`config.mk`:
```
export PLATFORM = sky130hd
export DESIGN_NAME = blc_sensor_flat
export DESIGN_NICKNAME = d
export VERILOG_FILES = /design/src/blc_pkg.sv /design/src/blc_spi_if.sv /design/src/blc_sensor.sv /design/src/flat_wrapper.sv
export SDC_FILE = /design/constraint.sdc
export NUM_CORES = 2
export LEC_CHECK = 0
export BUFFER_PORTS_ARGS = -buffer_cell sky130_fd_sc_hd__buf_2
export CORE_MARGIN = 2
export CORE_UTILIZATION = 61
export DETAILED_ROUTE_END_ITERATION = 7
export PLACE_DENSITY = 0.85
export REMOVE_ABC_BUFFERS = 1
export SYNTH_ARGS = -nofsm -noshare
export SYNTH_HDL_FRONTEND = slang
export SYNTH_SLANG_ARGS = --single-unit
```
`constraint.sdc`:
```
create_clock -name clk_i -period 13.08 [get_ports clk_i]
set_clock_uncertainty 0.1 [all_clocks]
set_input_delay 2.616 -clock clk_i [delete_from_list [all_inputs] [get_ports clk_i]]
set_output_delay 2.616 -clock clk_i [all_outputs]
set_load 0.01 [all_outputs]
```
`src/blc_pkg.sv`:
```
// Purpose: shared constants for the black-level calibration block and its serial port
// Assumes: 9-bit register addresses, 16-bit register words
// Notes: both ends of the serial link import this package
package blc_pkg;
  // ==========================================================
  // serial frame layout
  localparam int ADDR_W = 9;           // register address bits
  localparam int DATA_W = 16;          // register data bits
  localparam int CMD_BIT = 9;          // rise index of the write/read bit
  localparam int FRAME_BITS = 26;      // address + command + data
  localparam int RD_FIRST_FALL = 11;   // first falling edge the master samples miso
  // ==========================================================
  // register map
  localparam logic [8:0] REG_FILT = 9'h080;   // black_filter_config
  localparam logic [8:0] REG_OFFS = 9'h081;   // black_offset_control
  localparam logic [8:0] REG_ERR0 = 9'h088;   // black_shortage_flags_0
  localparam logic [8:0] REG_ERR1 = 9'h089;   // black_shortage_flags_1
  localparam logic [8:0] REG_ERR2 = 9'h08a;   // black_shortage_flags_2
  localparam logic [8:0] REG_ERR3 = 9'h08b;   // black_shortage_flags_3
  localparam logic [8:0] REG_LINES = 9'h0c5;  // black_line_config
  localparam logic [15:0] FILT_RST = 16'h0300;   // eight samples
  localparam logic [15:0] OFFS_RST = 16'h0001;   // auto mode on
  localparam logic [15:0] LINES_RST = 16'h0108;  // eight lines, first gated
  // ==========================================================
  // field positions
  localparam int LINES_HI = 7;
  localparam int LINES_LO = 0;
  localparam int GATE_HI = 12;
  localparam int GATE_LO = 8;
  localparam int AUTO_BIT = 0;
  localparam int OFFS_HI = 9;
  localparam int OFFS_LO = 1;
  localparam int DEC_BIT = 10;
  localparam int SAMP_HI = 10;
  localparam int SAMP_LO = 8;
  localparam logic [8:0] FREEZE_CODE = 9'h1ff;
  // ==========================================================
  // pixel geometry and filter
  localparam int PIX_W = 10;
  localparam int COLS = 64;            // columns in one kernel
  localparam int KERNELS = 80;         // kernels in one line
  localparam logic [5:0] HALF_KERN = 6'h28;  // statistics cap, half the kernels
  localparam int FRAC_W = 6;           // fraction bits of the averages
  localparam logic [9:0] PIX_MAX = 10'h3ff;
  // ==========================================================
  // host controller
  localparam int SCK_HALF = 4;         // clk cycles per sck half period
  localparam int LEAD_HALVES = 2;      // select to first bit
  localparam int TAIL_HALVES = 2;      // last bit to deselect
  localparam int GAP_HALVES = 4;       // deselected time between accesses
  localparam logic [3:0] WB_CMD = 4'h0;
  localparam logic [3:0] WB_WDATA = 4'h4;
  localparam logic [3:0] WB_RDATA = 4'h8;
  localparam logic [3:0] WB_STATUS = 4'hc;
  localparam int CMD_WE_BIT = 9;
  localparam int ST_BUSY = 0;
  localparam int ST_DONE = 1;
endpackage : blc_pkg

```
`src/blc_spi_if.sv`:
```
// Purpose: four-wire serial link between host controller and sensor
// Assumes: miso is driven only while its enable is low
// Notes: the undriven miso line reads as zero
`timescale 1ns/1ps
interface blc_spi_if;
  // ==========================================================
  // wires
  logic sck;        // serial clock from the host
  logic ss_n;       // select, active low
  logic mosi;       // host to sensor data
  logic miso;       // sensor output value
  logic miso_oe_n;  // sensor output enable, active low
  logic miso_line;  // resolved line level
  assign miso_line = miso_oe_n ? 1'b0 : miso;
  modport device (input sck, input ss_n, input mosi, output miso, output miso_oe_n);
  modport host (output sck, output ss_n, output mosi, input miso_line);
endinterface : blc_spi_if

```
`src/blc_sensor.sv`:
```
// Purpose: sensor end: serial register port and black-level calibration
// Assumes: pixels arrive in order, one column of a kernel per valid
// Notes: the serial port is oversampled by clk_i, no clock from the link
// What this block does
// - generate programmed black lines every frame
// - host programs one to 255 lines
// - each black line holds 80 kernels
// - gated leading lines blanked, not calibrated
// - host keeps two lines when gating
// - auto mode computes and applies offsets
// - black pixels always leave uncorrected
// - manual offset applied equally to all non-black pixels
// - all-ones offset freezes factors in auto
// - sign bit adds or subtracts in manual
// - low-pass filter over two-power samples
// - flag each path short of samples
// - statistics capped at half the kernels
// - serial port timed by master clock
// - nine address bits, sixteen data bits
// - select, wait one period, address msb first
// - mosi changes falling, sampled rising
// - command bit: high writes, low reads
// - write data follows, msb first
// - read data out msb first, sampled falling
// - deselect one period after last bit
// - two periods deselected between accesses
// - sixty-four column offsets, one per column
`timescale 1ns/1ps
module blc_sensor (
  input wire logic clk_i,
  input wire logic rst_i,
  blc_spi_if.device spi,
  input wire logic frame_start_i,
  input wire logic pix_valid_i,
  input wire logic [blc_pkg::PIX_W-1:0] pix_i,
  output logic pix_valid_o,
  output logic [blc_pkg::PIX_W-1:0] pix_o,
  output logic black_line_o,
  output logic blank_o
);
  import blc_pkg::*;
  // ==========================================================
  // serial input resynchronisers
  logic [2:0] sck_s, ss_s, mosi_s;  // stage 0 feeds stage 1 only
  logic sck_l, ss_l, mosi_l;        // agreed levels
  logic sck_rise, sck_fall, sel;
  // three stages, a level counts once stages two and three agree
  always_ff @(posedge clk_i) begin
    if (rst_i) begin
      sck_s <= 3'h0;
      ss_s <= 3'h7;
      mosi_s <= 3'h0;
    end else begin
      sck_s <= {sck_s[1:0], spi.sck};
      ss_s <= {ss_s[1:0], spi.ss_n};
      mosi_s <= {mosi_s[1:0], spi.mosi};
    end
  end
  always_ff @(posedge clk_i) begin
    if (rst_i) begin
      sck_l <= 1'b0;
      ss_l <= 1'b1;
      mosi_l <= 1'b0;
    end else begin
      if (sck_s[1] == sck_s[2])
        sck_l <= sck_s[2];
      if (ss_s[1] == ss_s[2])
        ss_l <= ss_s[2];
      if (mosi_s[1] == mosi_s[2])
        mosi_l <= mosi_s[2];
    end
  end
  // edges of the master clock, seen by clk_i
  assign sck_rise = (sck_s[1] == sck_s[2]) & sck_s[2] & ~sck_l;
  assign sck_fall = (sck_s[1] == sck_s[2]) & ~sck_s[2] & sck_l;
  assign sel = ~ss_l;
  // ==========================================================
  // serial frame decode
  logic [4:0] bit_cnt;      // rising edges seen this frame
  logic [8:0] addr_reg;     // shifted-in address
  logic cmd_reg;            // high for write
  logic [15:0] wsh_reg;     // write data shift
  logic [15:0] rsh_reg;     // read data shift
  logic rd_act;             // miso driven
  logic [15:0] rd_data;
  logic wr_go;
  logic [15:0] wr_word;
  // last write bit completes the word
  assign wr_go = sel & sck_rise & cmd_reg & (bit_cnt == 5'(FRAME_BITS - 1));
  assign wr_word = {wsh_reg[14:0], mosi_l};
  // deselect aborts any partial frame
  always_ff @(posedge clk_i) begin
    if (rst_i || !sel) begin
      bit_cnt <= 5'h0;
      rd_act <= 1'b0;
      addr_reg <= 9'h0;
      cmd_reg <= 1'b0;
      wsh_reg <= 16'h0;
      rsh_reg <= 16'h0;
    end else if (sck_rise) begin
      if (bit_cnt < 5'(FRAME_BITS))
        bit_cnt <= bit_cnt + 5'h1;
      if (bit_cnt < 5'(CMD_BIT)) begin
        addr_reg <= {addr_reg[7:0], mosi_l};
      end else if (bit_cnt == 5'(CMD_BIT)) begin
        cmd_reg <= mosi_l;
        if (!mosi_l) begin
          rsh_reg <= rd_data;  // msb ready before the first sample
          rd_act <= 1'b1;
        end
      end else if (cmd_reg) begin
        wsh_reg <= wr_word;
      end
    end else if (sck_fall && rd_act && bit_cnt >= 5'(RD_FIRST_FALL)) begin
      rsh_reg <= {rsh_reg[14:0], 1'b0};
    end
  end
  assign spi.miso = rsh_reg[15];
  assign spi.miso_oe_n = ~rd_act;
  // ==========================================================
  // configuration registers
  logic [15:0] filt_reg, offs_reg, lines_reg;
  logic [63:0] err_reg;  // one flag per column path
  always_ff @(posedge clk_i) begin
    if (rst_i) begin
      filt_reg <= FILT_RST;
      offs_reg <= OFFS_RST;
      lines_reg <= LINES_RST;
    end else if (wr_go) begin
      unique case (addr_reg)
        REG_FILT: filt_reg <= wr_word;
        REG_OFFS: offs_reg <= wr_word;
        REG_LINES: lines_reg <= wr_word;
        default: ;  // read-only or unmapped: ignored
      endcase
    end
  end
  // read mux, unmapped reads zero
  always_comb begin
    unique case (addr_reg)
      REG_FILT: rd_data = filt_reg;
      REG_OFFS: rd_data = offs_reg;
      REG_ERR0: rd_data = err_reg[15:0];
      REG_ERR1: rd_data = err_reg[31:16];
      REG_ERR2: rd_data = err_reg[47:32];
      REG_ERR3: rd_data = err_reg[63:48];
      REG_LINES: rd_data = lines_reg;
      default: rd_data = 16'h0;
    endcase
  end
  // field views
  logic [7:0] n_lines;
  logic [4:0] n_gate;
  logic auto_en, dec, freeze;
  logic [8:0] man_off;
  logic [2:0] n_samp;
  assign n_lines = lines_reg[LINES_HI:LINES_LO];
  assign n_gate = lines_reg[GATE_HI:GATE_LO];
  assign auto_en = offs_reg[AUTO_BIT];
  assign man_off = offs_reg[OFFS_HI:OFFS_LO];
  assign dec = offs_reg[DEC_BIT];
  assign n_samp = filt_reg[SAMP_HI:SAMP_LO];
  assign freeze = auto_en & (man_off == FREEZE_CODE);
  // ==========================================================
  // frame position
  logic [5:0] col_reg;
  logic [6:0] kern_reg;
  logic [7:0] line_reg;
  logic black_reg;
  logic black_end, gated, use_smp;
  assign black_end = pix_valid_i & black_reg & (&col_reg) &
                     (kern_reg == 7'(KERNELS - 1)) & (line_reg == n_lines - 8'h1);
  assign gated = line_reg < {3'h0, n_gate};
  assign use_smp = pix_valid_i & black_reg & ~gated;
  // black lines open each frame, each 80 kernels of 64 columns
  always_ff @(posedge clk_i) begin
    if (rst_i) begin
      col_reg <= 6'h0;
      kern_reg <= 7'h0;
      line_reg <= 8'h0;
      black_reg <= 1'b0;
    end else if (frame_start_i) begin
      col_reg <= 6'h0;
      kern_reg <= 7'h0;
      line_reg <= 8'h0;
      black_reg <= n_lines != 8'h0;
    end else if (pix_valid_i) begin
      col_reg <= col_reg + 6'h1;
      if (&col_reg) begin
        if (kern_reg == 7'(KERNELS - 1)) begin
          kern_reg <= 7'h0;
          if (black_reg)
            line_reg <= line_reg + 8'h1;
        end else begin
          kern_reg <= kern_reg + 7'h1;
        end
      end
      if (black_end)
        black_reg <= 1'b0;
    end
  end

  // ==========================================================
  // per-column filter
  logic [5:0] cnt_mem [COLS];    // usable samples this frame
  logic [15:0] avg_mem [COLS];   // filtered black level, 10.6
  logic signed [16:0] diff, step;
  logic signed [17:0] sum;
  logic [5:0] cnt_cur;
  logic eval_reg;                // flags taken one cycle after last black pixel
  assign cnt_cur = cnt_mem[col_reg];
  assign diff = $signed({1'b0, pix_i, 6'h0}) - $signed({1'b0, avg_mem[col_reg]});
  assign step = diff >>> n_samp;
  assign sum = $signed({2'b0, avg_mem[col_reg]}) + 18'(step);
  // sample counts, capped at half the kernels
  always_ff @(posedge clk_i) begin
    if (rst_i || frame_start_i) begin
      for (int i = 0; i < COLS; i++)
        cnt_mem[i] <= 6'h0;
    end else if (use_smp && cnt_cur < HALF_KERN) begin
      cnt_mem[col_reg] <= cnt_cur + 6'h1;
    end
  end
  // running average per column, held while frozen
  always_ff @(posedge clk_i) begin
    if (rst_i) begin
      for (int i = 0; i < COLS; i++)
        avg_mem[i] <= 16'h0;
    end else if (use_smp && auto_en && !freeze && cnt_cur < HALF_KERN) begin
      avg_mem[col_reg] <= sum[15:0];
    end
  end
  // shortage flags recomputed each frame
  always_ff @(posedge clk_i) begin
    if (rst_i) begin
      eval_reg <= 1'b0;
      err_reg <= 64'h0;
    end else begin
      eval_reg <= black_end;
      if (eval_reg) begin
        for (int i = 0; i < COLS; i++)
          err_reg[i] <= auto_en & ((8'h01 << n_samp) > {2'h0, cnt_mem[i]});
      end
    end
  end

  // ==========================================================
  // pixel correction
  logic signed [11:0] corr;
  logic [9:0] corr_clip;
  always_comb begin
    if (auto_en)
      corr = $signed({2'h0, pix_i}) - $signed({2'h0, avg_mem[col_reg][15:FRAC_W]});
    else if (dec)
      corr = $signed({2'h0, pix_i}) - $signed({3'h0, man_off});
    else
      corr = $signed({2'h0, pix_i}) + $signed({3'h0, man_off});
    if (corr < 0)
      corr_clip = 10'h0;
    else if (corr > $signed({2'h0, PIX_MAX}))
      corr_clip = PIX_MAX;
    else
      corr_clip = corr[9:0];
  end
  // registered output: raw black, zero for gated lines
  always_ff @(posedge clk_i) begin
    if (rst_i) begin
      pix_valid_o <= 1'b0;
      pix_o <= 10'h0;
      black_line_o <= 1'b0;
      blank_o <= 1'b0;
    end else begin
      pix_valid_o <= pix_valid_i;
      black_line_o <= pix_valid_i & black_reg;
      blank_o <= pix_valid_i & black_reg & gated;
      if (black_reg)
        pix_o <= gated ? 10'h0 : pix_i;
      else
        pix_o <= corr_clip;
    end
  end
endmodule : blc_sensor

```
`src/flat_wrapper.sv`:
```
// flat-port wrapper written by rule: the top's interface ports become plain ports
module blc_sensor_flat import blc_pkg::*;
  (clk_i, rst_i, frame_start_i, pix_valid_i, pix_i, pix_valid_o, pix_o, black_line_o, blank_o, spi_sck, spi_ss_n, spi_mosi, spi_miso, spi_miso_oe_n);
  blc_spi_if spi_i ();
  input wire logic clk_i;
  input wire logic rst_i;
  input wire logic frame_start_i;
  input wire logic pix_valid_i;
  input wire logic [blc_pkg::PIX_W-1:0] pix_i;
  output logic pix_valid_o;
  output logic [blc_pkg::PIX_W-1:0] pix_o;
  output logic black_line_o;
  output logic blank_o;
  input wire logic [$bits(spi_i.sck)-1:0] spi_sck;
  input wire logic [$bits(spi_i.ss_n)-1:0] spi_ss_n;
  input wire logic [$bits(spi_i.mosi)-1:0] spi_mosi;
  output wire logic [$bits(spi_i.miso)-1:0] spi_miso;
  output wire logic [$bits(spi_i.miso_oe_n)-1:0] spi_miso_oe_n;
  assign spi_i.sck = spi_sck;
  assign spi_i.ss_n = spi_ss_n;
  assign spi_i.mosi = spi_mosi;
  assign spi_miso = spi_i.miso;
  assign spi_miso_oe_n = spi_i.miso_oe_n;
  blc_sensor u_core (.clk_i(clk_i), .rst_i(rst_i), .spi(spi_i), .frame_start_i(frame_start_i), .pix_valid_i(pix_valid_i), .pix_i(pix_i), .pix_valid_o(pix_valid_o), .pix_o(pix_o), .black_line_o(black_line_o), .blank_o(blank_o));
endmodule
```
=== Word-level counts from Yosys, hierarchy flattened ===
Memory sizes are Yosys's and may differ from the RTL's. A register that Yosys moved wholly into a read port is not among the register bits.
Index checks and enable logic that the tools add are counted.

* Register bits after elaboration: 207
* Bits in latches: 0
* Bits in writable memories: 1408
* Bits in read-only memories: 0
* Bits of input ports: 17
* Output and inout port bits: 15
* Logic and storage cells: 280
* Memories: 2

* $add $sub $neg: 11
* Multipliers: 0
* Divide/modulo/power cells: 0
* Order comparisons: 71
* Equality and inequality tests: 18
* Shifts and indexed selects: 2
* Multiplexer cells: 36
* Bitwise logic cells: 86
* Reductions and logical operators: 29

{| class="wikitable"
|+ Memories
! memory !! words !! width !! rd ports !! clocked after memory_dff !! write ports !! RTL line !! source
|-
| u_core.avg_mem || 64 || 16 || 1 || 1 || 64 || blc_sensor.sv:206 || <nowiki>logic [15:0] avg_mem [COLS];</nowiki>
|-
| u_core.cnt_mem || 64 || 6 || 65 || 1 || 64 || blc_sensor.sv:205 || <nowiki>logic [5:0] cnt_mem [COLS];</nowiki>
|}

{| class="wikitable"
|+ Operator list
! operator !! number
|-
| $gt A8 B6 Y1 || 64
|-
| $pmux W16 S7 || 1
|-
| $mux W16 || 6
|-
| $and A1 B1 Y1 || 78
|-
| $eq A9 B8 Y1 const B || 7
|-
| $mux W6 || 7
|-
| $mux W10 || 4
|-
| $mux W12 || 2
|-
| $sshr A17 B3 Y16 || 1
|-
| $sub A16 B16 Y17 || 1
|-
| $add A16 B16 Y16 || 1
|-
| $reduce_or A16 Y1 || 1
|-
| $mux W1 || 15
|-
| $add A6 B1 Y6 const B || 2
|-
| $gt A12 B11 Y1 const B || 1
|-
| $lt A12 B1 Y1 const B || 1
|-
| $reduce_and A2 Y1 || 6
|-
| $reduce_and A4 Y1 || 3
|-
| $add A10 B9 Y11 || 1
|-
| $sub A10 B10 Y11 || 1
|-
| $sub A10 B9 Y11 || 1
|-
| $eq A9 B9 Y1 const B || 1
|-
| $reduce_and A9 Y1 || 1
|-
| $add A8 B1 Y8 const B || 1
|-
| 27 further kinds || 46
|}

=== Depth between registers and ports, before layout ===
* Depth after elaboration: 11
* Mapped depth: 37
* Mapped depth without buffers: 26

=== Least setup slack after synthesis ===
OpenSTA, ideal clock, no wires.

* Path type: register to register
* From: register with a tool-made name
* To: memory u_core.avg_mem[32][14], data pin
* Setup time: 0.266 ns
* Data arrival time: 8.444 ns
* Required time: 12.714 ns
* Setup slack: 4.270 ns
* Cell stages (with the launch flop): 35
* Path buffers: 11
* Clock period less this slack: 8.810 ns
* Cell sequence: dfxtp_1 > buf_2 > buf_6 > buf_6 > buf_6 > buf_6 > buf_2 > buf_4 > buf_2 > buf_1 > buf_2 > mux4_2 > mux4_2 > mux4_2 > ha_1 > nand4_1 > o31ai_2 > xor2_1 > a21oi_1 > mux2i_1 > a21o_1 > ha_1 > fa_1 > a21o_1 > a21oi_1 > o21bai_1 > a21oi_1 > o21bai_1 > a21oi_1 > nor2b_1 > o21a_1 > o2111a_1 > a211oi_1 > clkbuf_1 > nor2_1

{| class="wikitable"
|+ RTL lines
! what !! RTL line
|-
| to (decl) || blc_sensor.sv:206
|}

==> flow_metrics.env <==
export IMPL_outcome="finished with violations"
export IMPL_violations="DRC"
export IMPL_ys_seq_elements=1621
export IMPL_vias=60790
export IMPL_ctsResizeCount=0
export IMPL_r2r_slack_ps=2700
export IMPL_period_minus_slack_ps=10380
export IMPL_ff_latch_area_um2=46560
export IMPL_ys_async_sr_fraction=0
export IMPL_largest_register_ffs=1024
export IMPL_critPathMaxFanout=64
export IMPL_synth_compound_area_share=0.05813
export IMPL_endpoint_kind="flop"
export IMPL_worstMarginPinSlew_ps=1379
export IMPL_wirelength_um=267100
export IMPL_initial_core_util=0.6143
export IMPL_ys_warn_count=0
export IMPL_antenna_found_initial=15
export IMPL_yosysUniqueCellTypes=80
export IMPL_cp_data_required_time_ps=13540
export IMPL_cts_path_max_buffers=3
export IMPL_grt_ovfl_total=0
export IMPL_viasPerCell=7.111
export IMPL_antenna_left=0
export IMPL_drtIter0Drc=10970
export IMPL_layout_setup_ws_ps=2697
export IMPL_die_w_um=373.4
export IMPL_slew_viol_final=0
export IMPL_tns_ps=0
export IMPL_grt_total_usage=0.3791
export IMPL_synth_edf_count=1408
export IMPL_cts_tree="done"
export IMPL_final_nets=7109
export IMPL_cts_sinks=1621
export IMPL_worstSetupPathType="reg2reg"
export IMPL_rsz0062_at_grt="no"
export IMPL_cts_clk_slew_worst_paths_ps=60
export IMPL_max_freq_mhz=96.31
export IMPL_synth_simple_area_share=0.1360
export IMPL_synth_top_family_by_area="simple AND/OR/NAND/NOR gates"
export IMPL_grt_pass1_wl_um=387000
export IMPL_synth_top_flop_cell="edfxtp_1"
export IMPL_synth_mux_area_fraction=0.1281
export IMPL_io_buffers=31
export IMPL_hp_class="reg2reg"
export IMPL_fp_dieH_um=373.4
export IMPL_maxCapViolCount=0
export IMPL_peakVddDrop_mv=0.1846
export IMPL_worstSetupStartpointType="flop"
export IMPL_grt_max_degree=135
export IMPL_cp_arrival_ps=10840
export IMPL_place_ws_ps=3278
export IMPL_yosys_area_share_adder=0.06802
export IMPL_numCtsBuffers=159
export IMPL_avgSynthCellArea_um2=12.21
export IMPL_netlist_area_um2=83220
export IMPL_multiInputGateArea_um2=33520
export IMPL_die_area_um2=139400
export IMPL_hold_ws_ps=324.4
export IMPL_syn_inst=6818
export IMPL_rows=135
export IMPL_hold_viol=0
export IMPL_fp_coreArea_um2=135500
export IMPL_hpwl_um=162300
export IMPL_areaGrowthSynthToFinish_pct=8.041
export IMPL_max_slew_margin=0.08067
export IMPL_dr_pass1_iters=8
export IMPL_drc_errors=13
export IMPL_drt_wirelength_per_cell_um=31.24
export IMPL_io_pins=32
export IMPL_first_global_vias=59560
export IMPL_finalSetupViolations=0
export IMPL_synth_xor_area_frac=0.008119
export IMPL_period_share=0.7938
export IMPL_ys_seq_area_frac=0.5593
export IMPL_leakagePower_nw=31.66
export IMPL_fillCellCount=8918
export IMPL_p_per_area_nw_per_um2=140.6
export IMPL_clock_latency_ps=860
export IMPL_post_cts_buffers=0
export IMPL_root_buffer="clkbuf_16"
export IMPL_h_tree_depth=4
export IMPL_ctsHoldBuffers=0
export IMPL_drive_gt1_frac=0.1359
export IMPL_gp_congestion=0.9646
report_power, final:
group | switching (W) | internal (W)
combinational | 0.00144 | 0.000479
sequential | 0.000118 | 0.00584
clock | 0.00211 | 0.00266
total | 0.00367 | 0.00897
critical path, cell delays in order (launching register included):
cell and delay, ps:
dfxtp_4 1010, buf_4 770, mux4_2 660, o22ai_1 870, a211oi_1 140, a32oi_1 710
nand4_1 290, o31ai_2 550, xor2_1 200, a21oi_1 270, mux2i_1 120, a21o_1 210
ha_1 210, fa_1 430, a21o_1 200, a21oi_1 280, o21bai_1 100, a21oi_1 290
o21bai_1 120, a21oi_1 410, nor2b_1 110, o21a_1 240, o21ai_0 750, xor2_4 180
buf_4 630, nor2_1 170
stage by stage:
step / power, W / util / std cells / cell area, um^2
global route: 0.01281 / 0.6636 / 8545 / 89900
floorplan: 0.007108 / - / 6360 / 81160
detailed placement: 0.007833 / 0.6248 / 8262 / 84640
CTS: 0.01247 / 0.6636 / 8545 / 89890
global placement: 0.007763 / 0.6248 / 8262 / 84640
finish: 0.01264 / 0.6637 / 8549 / 89910
kinds of logic after synthesis:
kind of cell,after synthesis
buffers and inverters,848
adder cells (fa/ha/maj),450
AO/OA/AOI/OAI,724
AND/OR/NAND/NOR,2582
XOR/XNOR,73
flip-flops,1621
multiplexers,520
area by class of cell:
| cell class | instances | share of cell area |
|---|---|---|
| diodes | 4 | 0.0001113 |
| clock buffers | 205 | 0.04743 |
| clock inverters | 78 | 0.01102 |
| inverters | 390 | 0.01631 |
| multi-input cells | 4349 | 0.3728 |
| flip-flops and latches | 1621 | 0.5178 |
| well taps | 1781 | 0.02478 |
| repair buffers | 121 | 0.009727 |
cell usage in the layout (no fill, tap or decap), types with 47 or more instances in the layout:
master,synthesis,layout
edfxtp_1,1408,1408
nand2_2,51,52
nand2_1,376,375
mux4_2,435,435
dfxtp_1,213,207
a31oi_1,50,50
a21oi_1,175,175
inv_1,386,386
ha_1,446,446
nand3_1,70,69
a21o_1,58,58
clkbuf_16,0,161
and3_1,48,47
nand2b_1,203,202
o21a_1,60,60
o21ai_0,136,136
nor2b_1,83,83
buf_4,5,87
nor2_1,1599,1594
mux2i_1,74,74
synthesized netlist by cell type (11+ instances only):
library cell / n / area, um^2
nor2_1: 1599 / 6002
edfxtp_1: 1408 / 42280
ha_1: 446 / 5580
mux4_2: 435 / 9797
inv_1: 386 / 1449
nand2_1: 376 / 1411
clkbuf_1: 287 / 1077
dfxtp_1: 213 / 4264
nand2b_1: 203 / 1270
a21oi_1: 175 / 875.8
o21ai_0: 136 / 680.7
buf_2: 115 / 575.6
nor2b_1: 83 / 519.3
mux2i_1: 74 / 740.7
nand3_1: 70 / 350.3
o21a_1: 60 / 450.4
a21o_1: 58 / 435.4
nand2_2: 51 / 319.1
a31oi_1: 50 / 312.8
and3_1: 48 / 300.3
a221oi_1: 40 / 350.3
o211ai_1: 40 / 300.3
a41oi_1: 39 / 341.6
xnor2_1: 37 / 324.1
nor3_1: 34 / 170.2
a222oi_1: 33 / 330.3
xor2_1: 32 / 280.3
buf_1: 29 / 108.9
and4_1: 28 / 245.2
buf_6: 21 / 236.5
a211oi_1: 14 / 105.1
a22oi_1: 14 / 105.1
nand3b_1: 13 / 97.59
and2_1: 11 / 68.82
mux2_2: 11 / 123.9
worst paths after layout:
path,cells after the start,endpoint,start
max,25,u_core.avg_mem[25][12],flop
min,1,u_core.ss_s[1],u_core.ss_s[0]
max reg2reg,25,u_core.avg_mem[25][12],flop
min reg2reg,1,u_core.ss_s[1],u_core.ss_s[0]
per-layer routing:
| metal | track usage | share of wire |
|---|---|---|
| met2 | 0.5688 | 0.44 |
| met5 | 0.003087 | 0.00081 |
| met3 | 0.1379 | 0.16 |
| met4 | 0.2781 | 0.091 |
| met1 | 0.4520 | 0.31 |
Note: power is estimated with default switching activity, not from simulation.
